File: config.mk
export PLATFORM = sky130hd
export DESIGN_NAME = debug_serial_error_handler
export DESIGN_NICKNAME = d
export VERILOG_FILES = /design/src/rtl/dbg_err_pkg.sv /design/src/rtl/dbg_line_if.sv /design/src/rtl/dbg_line_sync.sv /design/src/rtl/debug_serial_error_handler.sv
export SDC_FILE = /design/constraint.sdc
export NUM_CORES = 1
export LEC_CHECK = 0
export ABC_AREA = 0
export BUFFER_PORTS_ARGS = -buffer_cell sky130_fd_sc_hd__buf_4
export CELL_PAD_IN_SITES_DETAIL_PLACEMENT = 1
export CELL_PAD_IN_SITES_GLOBAL_PLACEMENT = 2
export CORE_MARGIN = 2
export CORE_UTILIZATION = 44
export DETAILED_ROUTE_END_ITERATION = 7
export PLACE_DENSITY_LB_ADDON = 0.08
export SLEW_MARGIN = 20
export SYNTH_ARGS = -nofsm -noshare
export SYNTH_HDL_FRONTEND = slang
export SYNTH_SLANG_ARGS = --single-unit
File: constraint.sdc
create_clock -name i_ref_clk -period 10.86 [get_ports i_ref_clk]
set_input_delay 0.543 -clock i_ref_clk [delete_from_list [all_inputs] [get_ports i_ref_clk]]
set_output_delay 0.543 -clock i_ref_clk [all_outputs]
set_load 0.1 [all_outputs]
File: src/rtl/dbg_err_pkg.sv
package dbg_err_pkg;
	localparam int CLK_FREQ_HZ = 40000000;
	localparam int BREAK_BITS = 9;
	localparam int RETURN_BREAK_CHARS = 4;
	localparam int BITS_PER_CHAR = 10;
	localparam int CAL_LOW_BITS = 8;
	localparam int MIN_BAUD_DIV = 512;
	localparam int CNT_W = 16;
	localparam int BIT_W = 12;
	localparam logic [BIT_W-1:0] BIT_PERIOD_RESET = 12'h000;
	localparam int STOP_BIT_INDEX = 9;
endpackage

File: src/rtl/dbg_line_if.sv
`timescale 1ns/1ps
`default_nettype none
interface dbg_line_if;
	logic line_in;
	logic line_sync;
	modport sync_side(input line_in, output line_sync);
	modport user_side(output line_in, input line_sync);
endinterface
`default_nettype wire

File: src/rtl/dbg_line_sync.sv
`timescale 1ns/1ps
`default_nettype none
module dbg_line_sync (
	input wire logic i_ref_clk,
	input wire logic i_resetn,
	dbg_line_if.sync_side line
);
	logic meta_reg;
	logic sync_reg;
	always_ff @(posedge i_ref_clk or negedge i_resetn) begin
		if (!i_resetn) begin
			meta_reg <= 1'b1;
			sync_reg <= 1'b1;
		end else begin
			meta_reg <= line.line_in;
			sync_reg <= meta_reg;
		end
	end
	assign line.line_sync = sync_reg;
endmodule
`default_nettype wire

File: src/rtl/debug_serial_error_handler.sv
// Functional notes
// Flag a serial break when the line stays low for nine or more bit periods.
// Flag a framing error when the stop bit of a received character is low.
// Flag a transmit collision when the host drives the line while we send.
// On any error, abort the debug command in progress without completing it.
// After an error, drive the line low for four character times as a break.
// After an error, reset the auto-baud logic and discard the measured rate.
// Errors caused by an incoming host break get the same full response.
// Both parties only pull the line low, so the returned break merges with the host's.
// The host sends a break on attach and when recovering from an error.
// A host break resets only auto-baud; the control register keeps its contents.
// After reset, time the eight low bits of an 80H character to set the bit period.
// After a break the host sends 80H so the bit rate can be relearned.
// Auto-baud runs on the system clock and supports rates down to clock/512.
// The incoming line passes a two-stage synchroniser before any detection.
// While sending, a low seen during a released bit declares a collision.
`timescale 1ns/1ps
`default_nettype none
module debug_serial_error_handler
	import dbg_err_pkg::*;
#(
	parameter int CNT_WIDTH = CNT_W
) (
	input wire logic i_ref_clk,
	input wire logic i_resetn,
	input wire logic i_line_in,
	input wire logic i_tx_active,
	input wire logic i_tx_drive_low,
	input wire logic i_rx_stop_sample,
	input wire logic i_ctrl_wr,
	input wire logic [7:0] i_ctrl_wdata,
	output logic o_line_out,
	output logic o_line_oe,
	output logic o_line_level,
	output logic o_abort,
	output logic o_break_err,
	output logic o_frame_err,
	output logic o_collision_err,
	output logic o_baud_valid,
	output logic [BIT_W-1:0] o_bit_period,
	output logic o_break_active,
	output logic [7:0] o_ctrl
);
	typedef enum {ST_CAL_IDLE, ST_CAL_LOW, ST_RUN, ST_RET_BREAK} state_t;

	localparam logic [CNT_WIDTH-1:0] MAX_PERIOD = CNT_WIDTH'(MIN_BAUD_DIV);
	localparam logic [CNT_WIDTH-1:0] CAL_MAX = CNT_WIDTH'(MIN_BAUD_DIV * CAL_LOW_BITS);

	dbg_line_if line_bus();
	assign line_bus.line_in = i_line_in;
	dbg_line_sync u_sync (
		.i_ref_clk(i_ref_clk),
		.i_resetn(i_resetn),
		.line(line_bus.sync_side)
	);
	wire logic line_s = line_bus.line_sync;

	state_t state_reg;
	state_t state_next;
	logic [CNT_WIDTH-1:0] low_cnt_reg;
	logic [CNT_WIDTH-1:0] cal_cnt_reg;
	logic [CNT_WIDTH-1:0] brk_cnt_reg;
	logic [BIT_W-1:0] bit_period_reg;
	logic baud_valid_reg;
	logic [7:0] ctrl_reg;
	logic [CNT_WIDTH-1:0] ret_len_reg;
	// Own drive level as the synchroniser will show it
	logic oe_d1_reg;
	logic oe_d2_reg;

	// Break threshold scaled from learned bit period
	wire logic [CNT_WIDTH-1:0] break_len = CNT_WIDTH'(bit_period_reg * BREAK_BITS);
	wire logic [CNT_WIDTH-1:0] ret_len =
		CNT_WIDTH'(bit_period_reg * (RETURN_BREAK_CHARS * BITS_PER_CHAR));
	wire logic break_det = baud_valid_reg && !line_s && (low_cnt_reg + 1'b1 >= break_len);
	wire logic frame_det = (state_reg == ST_RUN) && i_rx_stop_sample && !line_s;
	// Released bit yet line low means the host is driving
	wire logic coll_det = (state_reg == ST_RUN) && i_tx_active && !oe_d2_reg && !line_s;
	wire logic any_err = (state_reg == ST_RUN) && (break_det || frame_det || coll_det);
	wire logic cal_done = (state_reg == ST_CAL_LOW) && line_s;
	wire logic [CNT_WIDTH-1:0] cal_period = cal_cnt_reg / CNT_WIDTH'(CAL_LOW_BITS);
	wire logic cal_ok = cal_done && (cal_period != '0) && (cal_period <= MAX_PERIOD);
	// Length latched at the error, before the rate is cleared
	wire logic brk_done = (state_reg == ST_RET_BREAK) && (brk_cnt_reg + 1'b1 >= ret_len_reg);
	wire logic drive_low = (state_reg == ST_RET_BREAK && !brk_done) ||
		(state_next == ST_RET_BREAK) || (state_reg == ST_RUN && i_tx_active && i_tx_drive_low && !any_err);

	always_comb begin
		state_next = state_reg;
		case (state_reg)
			ST_CAL_IDLE: begin
				if (!line_s) begin
					state_next = ST_CAL_LOW;
				end
			end
			ST_CAL_LOW: begin
				if (cal_done) begin
					state_next = cal_ok ? ST_RUN : ST_CAL_IDLE;
				end else if (cal_cnt_reg >= CAL_MAX) begin
					state_next = ST_CAL_IDLE;
				end
			end
			ST_RUN: begin
				if (any_err) begin
					state_next = ST_RET_BREAK;
				end
			end
			ST_RET_BREAK: begin
				if (brk_done) begin
					state_next = ST_CAL_IDLE;
				end
			end
			default: begin
				state_next = ST_CAL_IDLE;
			end
		endcase
	end

	always_ff @(posedge i_ref_clk or negedge i_resetn) begin
		if (!i_resetn) begin
			state_reg <= ST_CAL_IDLE;
			low_cnt_reg <= '0;
			cal_cnt_reg <= '0;
			brk_cnt_reg <= '0;
			oe_d1_reg <= 1'b0;
			oe_d2_reg <= 1'b0;
		end else begin
			state_reg <= state_next;
			oe_d1_reg <= o_line_oe;
			oe_d2_reg <= oe_d1_reg;
			low_cnt_reg <= (line_s || &low_cnt_reg) ? (line_s ? '0 : low_cnt_reg) : low_cnt_reg + 1'b1;
			// Counts the first low cycle as well
			cal_cnt_reg <= (state_next == ST_CAL_LOW) ? cal_cnt_reg + 1'b1 : '0;
			brk_cnt_reg <= (state_reg == ST_RET_BREAK) ? brk_cnt_reg + 1'b1 : '0;
		end
	end

	always_ff @(posedge i_ref_clk or negedge i_resetn) begin
		if (!i_resetn) begin
			bit_period_reg <= BIT_PERIOD_RESET;
			baud_valid_reg <= 1'b0;
			ret_len_reg <= '0;
		end else if (any_err) begin
			ret_len_reg <= ret_len;
			bit_period_reg <= BIT_PERIOD_RESET;
			baud_valid_reg <= 1'b0;
		end else if (cal_ok) begin
			bit_period_reg <= BIT_W'(cal_period);
			baud_valid_reg <= 1'b1;
		end
	end

	// Control register untouched by errors and breaks
	always_ff @(posedge i_ref_clk or negedge i_resetn) begin
		if (!i_resetn) begin
			ctrl_reg <= 8'h00;
		end else if (i_ctrl_wr) begin
			ctrl_reg <= i_ctrl_wdata;
		end
	end

	always_ff @(posedge i_ref_clk or negedge i_resetn) begin
		if (!i_resetn) begin
			o_line_out <= 1'b0;
			o_line_oe <= 1'b0;
			o_line_level <= 1'b1;
			o_abort <= 1'b0;
			o_break_err <= 1'b0;
			o_frame_err <= 1'b0;
			o_collision_err <= 1'b0;
			o_baud_valid <= 1'b0;
			o_bit_period <= BIT_PERIOD_RESET;
			o_break_active <= 1'b0;
			o_ctrl <= 8'h00;
		end else begin
			o_line_out <= 1'b0;
			o_line_oe <= drive_low;
			o_line_level <= line_s;
			o_abort <= any_err;
			o_break_err <= any_err && break_det;
			o_frame_err <= any_err && frame_det;
			o_collision_err <= any_err && coll_det;
			o_baud_valid <= baud_valid_reg;
			o_bit_period <= bit_period_reg;
			o_break_active <= (state_next == ST_RET_BREAK);
			o_ctrl <= ctrl_reg;
		end
	end
endmodule
`default_nettype wire

==> summary.txt <==
Status
  • Status: complete, no violations

STA
  • Setup TNS: 0 ps
  • Slew margin rel.: roughly 27%
  • Fmax achieved: 191 MHz
  • Clk_skew: about 9.2 ps
  • RSZ-0062 raised after global routing: no
  • Final setup violating endpoints: 0
  • Final WS setup: roughly 5600 ps
  • Worst hold margin: slightly above 80 ps
  • Fin crit share: between 40 and 50%
  • Min Tclk post-route: roughly 5200 ps
  • Final Max Tran Viols: 0
  • Worst slew pin tran: 1090 ps
  • Hold Vio Cnt, Final: 0

Critical path
  • Worst R2R Setup Slack: roughly 5600 ps
  • Worst Reg-to-Reg Cells: 17
  • CP bufs+invs: 1
  • Slowest stage cell on the critical path: or4_1
  • Crit Path Max Fanout: 24
  • Critical R2R Launch: bit_period_reg[4]
  • Worst EP required: between 10000 and 15000 ps
  • CP top delay family: simple AND/OR/NAND/NOR gates
  • Worst-path cell chain: ha_1, ha_1, fa_1, a21o_1, a21oi_1, nor2b_1, o41a_1, a41oi_1, xor2_1, ha_1, nand3_1, or4_1, nor4_1, nor3_1, or3_1, clkinv_4, mux2_2
  • CP Class: flop to flop
  • Setup crit end kind: flop
  • Worst Path Arrival: roughly 5500 ps
  • Reg2reg end: ret_len_reg[12]
  • Largest stage delay, worst path: around 530 ps
  • Most frequent cell on the critical path: ha_1
  • Setup crit start kind: flop

Final layout
  • Largest register FFs: 32
  • # diodes: 0
  • Layout area overhead: 17.6%
  • FILL cells: 1722
  • Area occupied by multi-input gates: between 3000 and 4000 um2
  • Storage cell area: ~3700 um2
  • Final nets: 800
  • Layout cell share with drive strength beyond 1: 14.5%
  • Final Cell Area: 8410 um2

Routing
  • DRC: 0
  • Vias: 4846
  • Initial DRT Pass Iterations: 5
  • Routed Antenna Nets: 0
  • WL/cell: about 17 um
  • Total Routed Length: roughly 16 mm
  • Number of vias per cell: between 5 and 6
  • Initial drt markers: around 150

Clock network
  • Skew-Pair Late Insertion Delay: around 420 ps
  • Hold buffer count at CTS: 0
  • Postcts setup bufs: 0
  • Clock Sinks: around 150
  • CTS root buf: clkbuf_16
  • Clk buf depth: 2
  • Post-CTS Resized: 0
  • CTS tree: yes
  • CTS buffer count: 17
  • H-Tree Level Count: 4
  • Reg clk slew, reported paths: about 70 ps

Global route
  • Total GRT Usage: slightly below 20%
  • Initial antenna violation count: 0
  • Largest net degree at the start of global routing: between 80 and 90
  • First-pass GRT wire length: between 20 and 30 mm
  • Grt total ovfl: 0
  • Vias in the first global route: ~5400

Floorplanning
  • I/O pins: 44
  • Die Wd: between 100 and 150 um
  • Core Area: roughly 16000 um2
  • Rows: between 40 and 50
  • Die Y: approximately 130 um
  • Initial Util: 45.0%
  • Die area: 17300 um2

Logic synthesis
  • Synth cell count leaders: 143 x dfrtp_1, 71 x ha_1, 49 x inv_1
  • Syn. warnings: 0
  • Sequential-to-total area share from yosys stat: between 50% and 60%
  • Area leader, netlist: dfrtp_1
  • Register bit total from synthesis: 146
  • Number of synthesized flops with an enable pin: 0
  • Fraction of registers with async set/reset: 100%
  • Library cells used by synthesis: 52
  • Syn Inst Count: between 600 and 700
  • Synth area leaders: dfrtp_1 50%, ha_1 12%, xnor2_1 4.3%
  • Mapped Area: ~7200 um2
  • Post-synth top area share: between 50% and 60%
  • Most used DFF post-synth: dfrtp_1
  • Mean Syn Cell Area: roughly 11 um2
  • Count leader, synth: dfrtp_1

Pwr
  • Final Power: about 1300 uW
  • PD cells: 149 nW/um2
  • Peak supply drop: 0.000109 V
  • Leak: 0.00405 uW

Placement
  • Area post-placement: 7760 um2
  • GP Congestion: ~0.79
  • Port Buffers: 42
  • DP HPWL: ~12 mm
  • Worst slack, placed: approximately 5600 ps

Run
  • Max Cap Violations: 0

Min path
  • HP Class: input port to asynchronous set/reset pin
==> through the flow <==
| step | std cells | utilization [%] |
|---|---|---|
| after floorplan | 664 | - |
| after global placement | 909 | 48.9 |
| after detailed placement | 909 | 48.9 |
| after CTS | 941 | 52.9 |
| after global routing | 941 | 52.9 |
| final | 941 | 52.9 |
==> power by group <==
group | switching (uW) | total (uW) | internal (uW)
Sequential | 7.25 | 565 | 558
Clock | 272 | 628 | 356
Combinational | 46.3 | 60.4 | 14.1
==> how the worst max path moves through the flow <==
stage                     slack [ps]         startpoint               to  cells past startpoint
after global routing            5370  bit_period_reg[4]  ret_len_reg[12]                     17
final                           5630  bit_period_reg[4]  ret_len_reg[12]                     17
after detailed placement        5640  bit_period_reg[4]  ret_len_reg[12]                     17
after CTS                       5620  bit_period_reg[4]  ret_len_reg[12]                     17
after floorplan                 6300  bit_period_reg[4]  ret_len_reg[12]                     18
after global placement          5790  bit_period_reg[4]  ret_len_reg[12]                     17
==> metal layers <==
metal  share of wire [%]  up-vias  global-route usage, %
li1                    -     2325                      -
met1                  46     2438                   25.5
met2                  50       64                   33.7
met3                 2.3       19                   4.13
met4                 1.7        0                   5.62
met5                   0        -                      0
==> cell families after synthesis <==
logic type	synth area share (%)
AO/OA/AOI/OAI	7.23
XOR/XNOR	7.47
adder cells (fa/ha/maj)	13.0
buffers and inverters	4.04
flip-flops	51.1
multiplexers	3.46
other	0.0524
AND/OR/NAND/NOR	13.6
==> area by class of cell <==
class | instances | area share [%]
clock buffers | 17 | 5.06
well taps | 216 | 3.21
multi-input cells | 454 | 39.4
repair buffers | 43 | 3.93
inverters | 50 | 2.29
clock inverters | 15 | 2.56
flip-flops and latches | 146 | 43.5
==> layout by cell type (no fill, tap or decap), types with 3 or more instances in the layout <==
cell	synthesis	routed
o211ai_1	3	3
o21ai_0	4	4
inv_8	0	5
mux2_2	14	14
nor4_1	9	9
nand3_1	29	29
a2111oi_0	3	3
xor2_1	26	26
nor2b_1	15	15
inv_6	0	3
nand2_1	38	38
a21oi_1	30	30
and4_1	3	3
a21o_1	8	8
mux2i_1	9	9
nor3_1	14	14
nand4_1	11	11
or4_1	4	4
ha_1	71	71
nor2_1	45	45
conb_1	1	31
dfstp_2	3	3
xnor2_1	35	35
dfrtp_1	143	143
and3_1	15	15
clkbuf_16	0	17
clkinv_8	0	4
inv_1	49	49
o22ai_2	8	8
buf_4	1	41
Note: power is estimated with default switching activity, not from simulation.
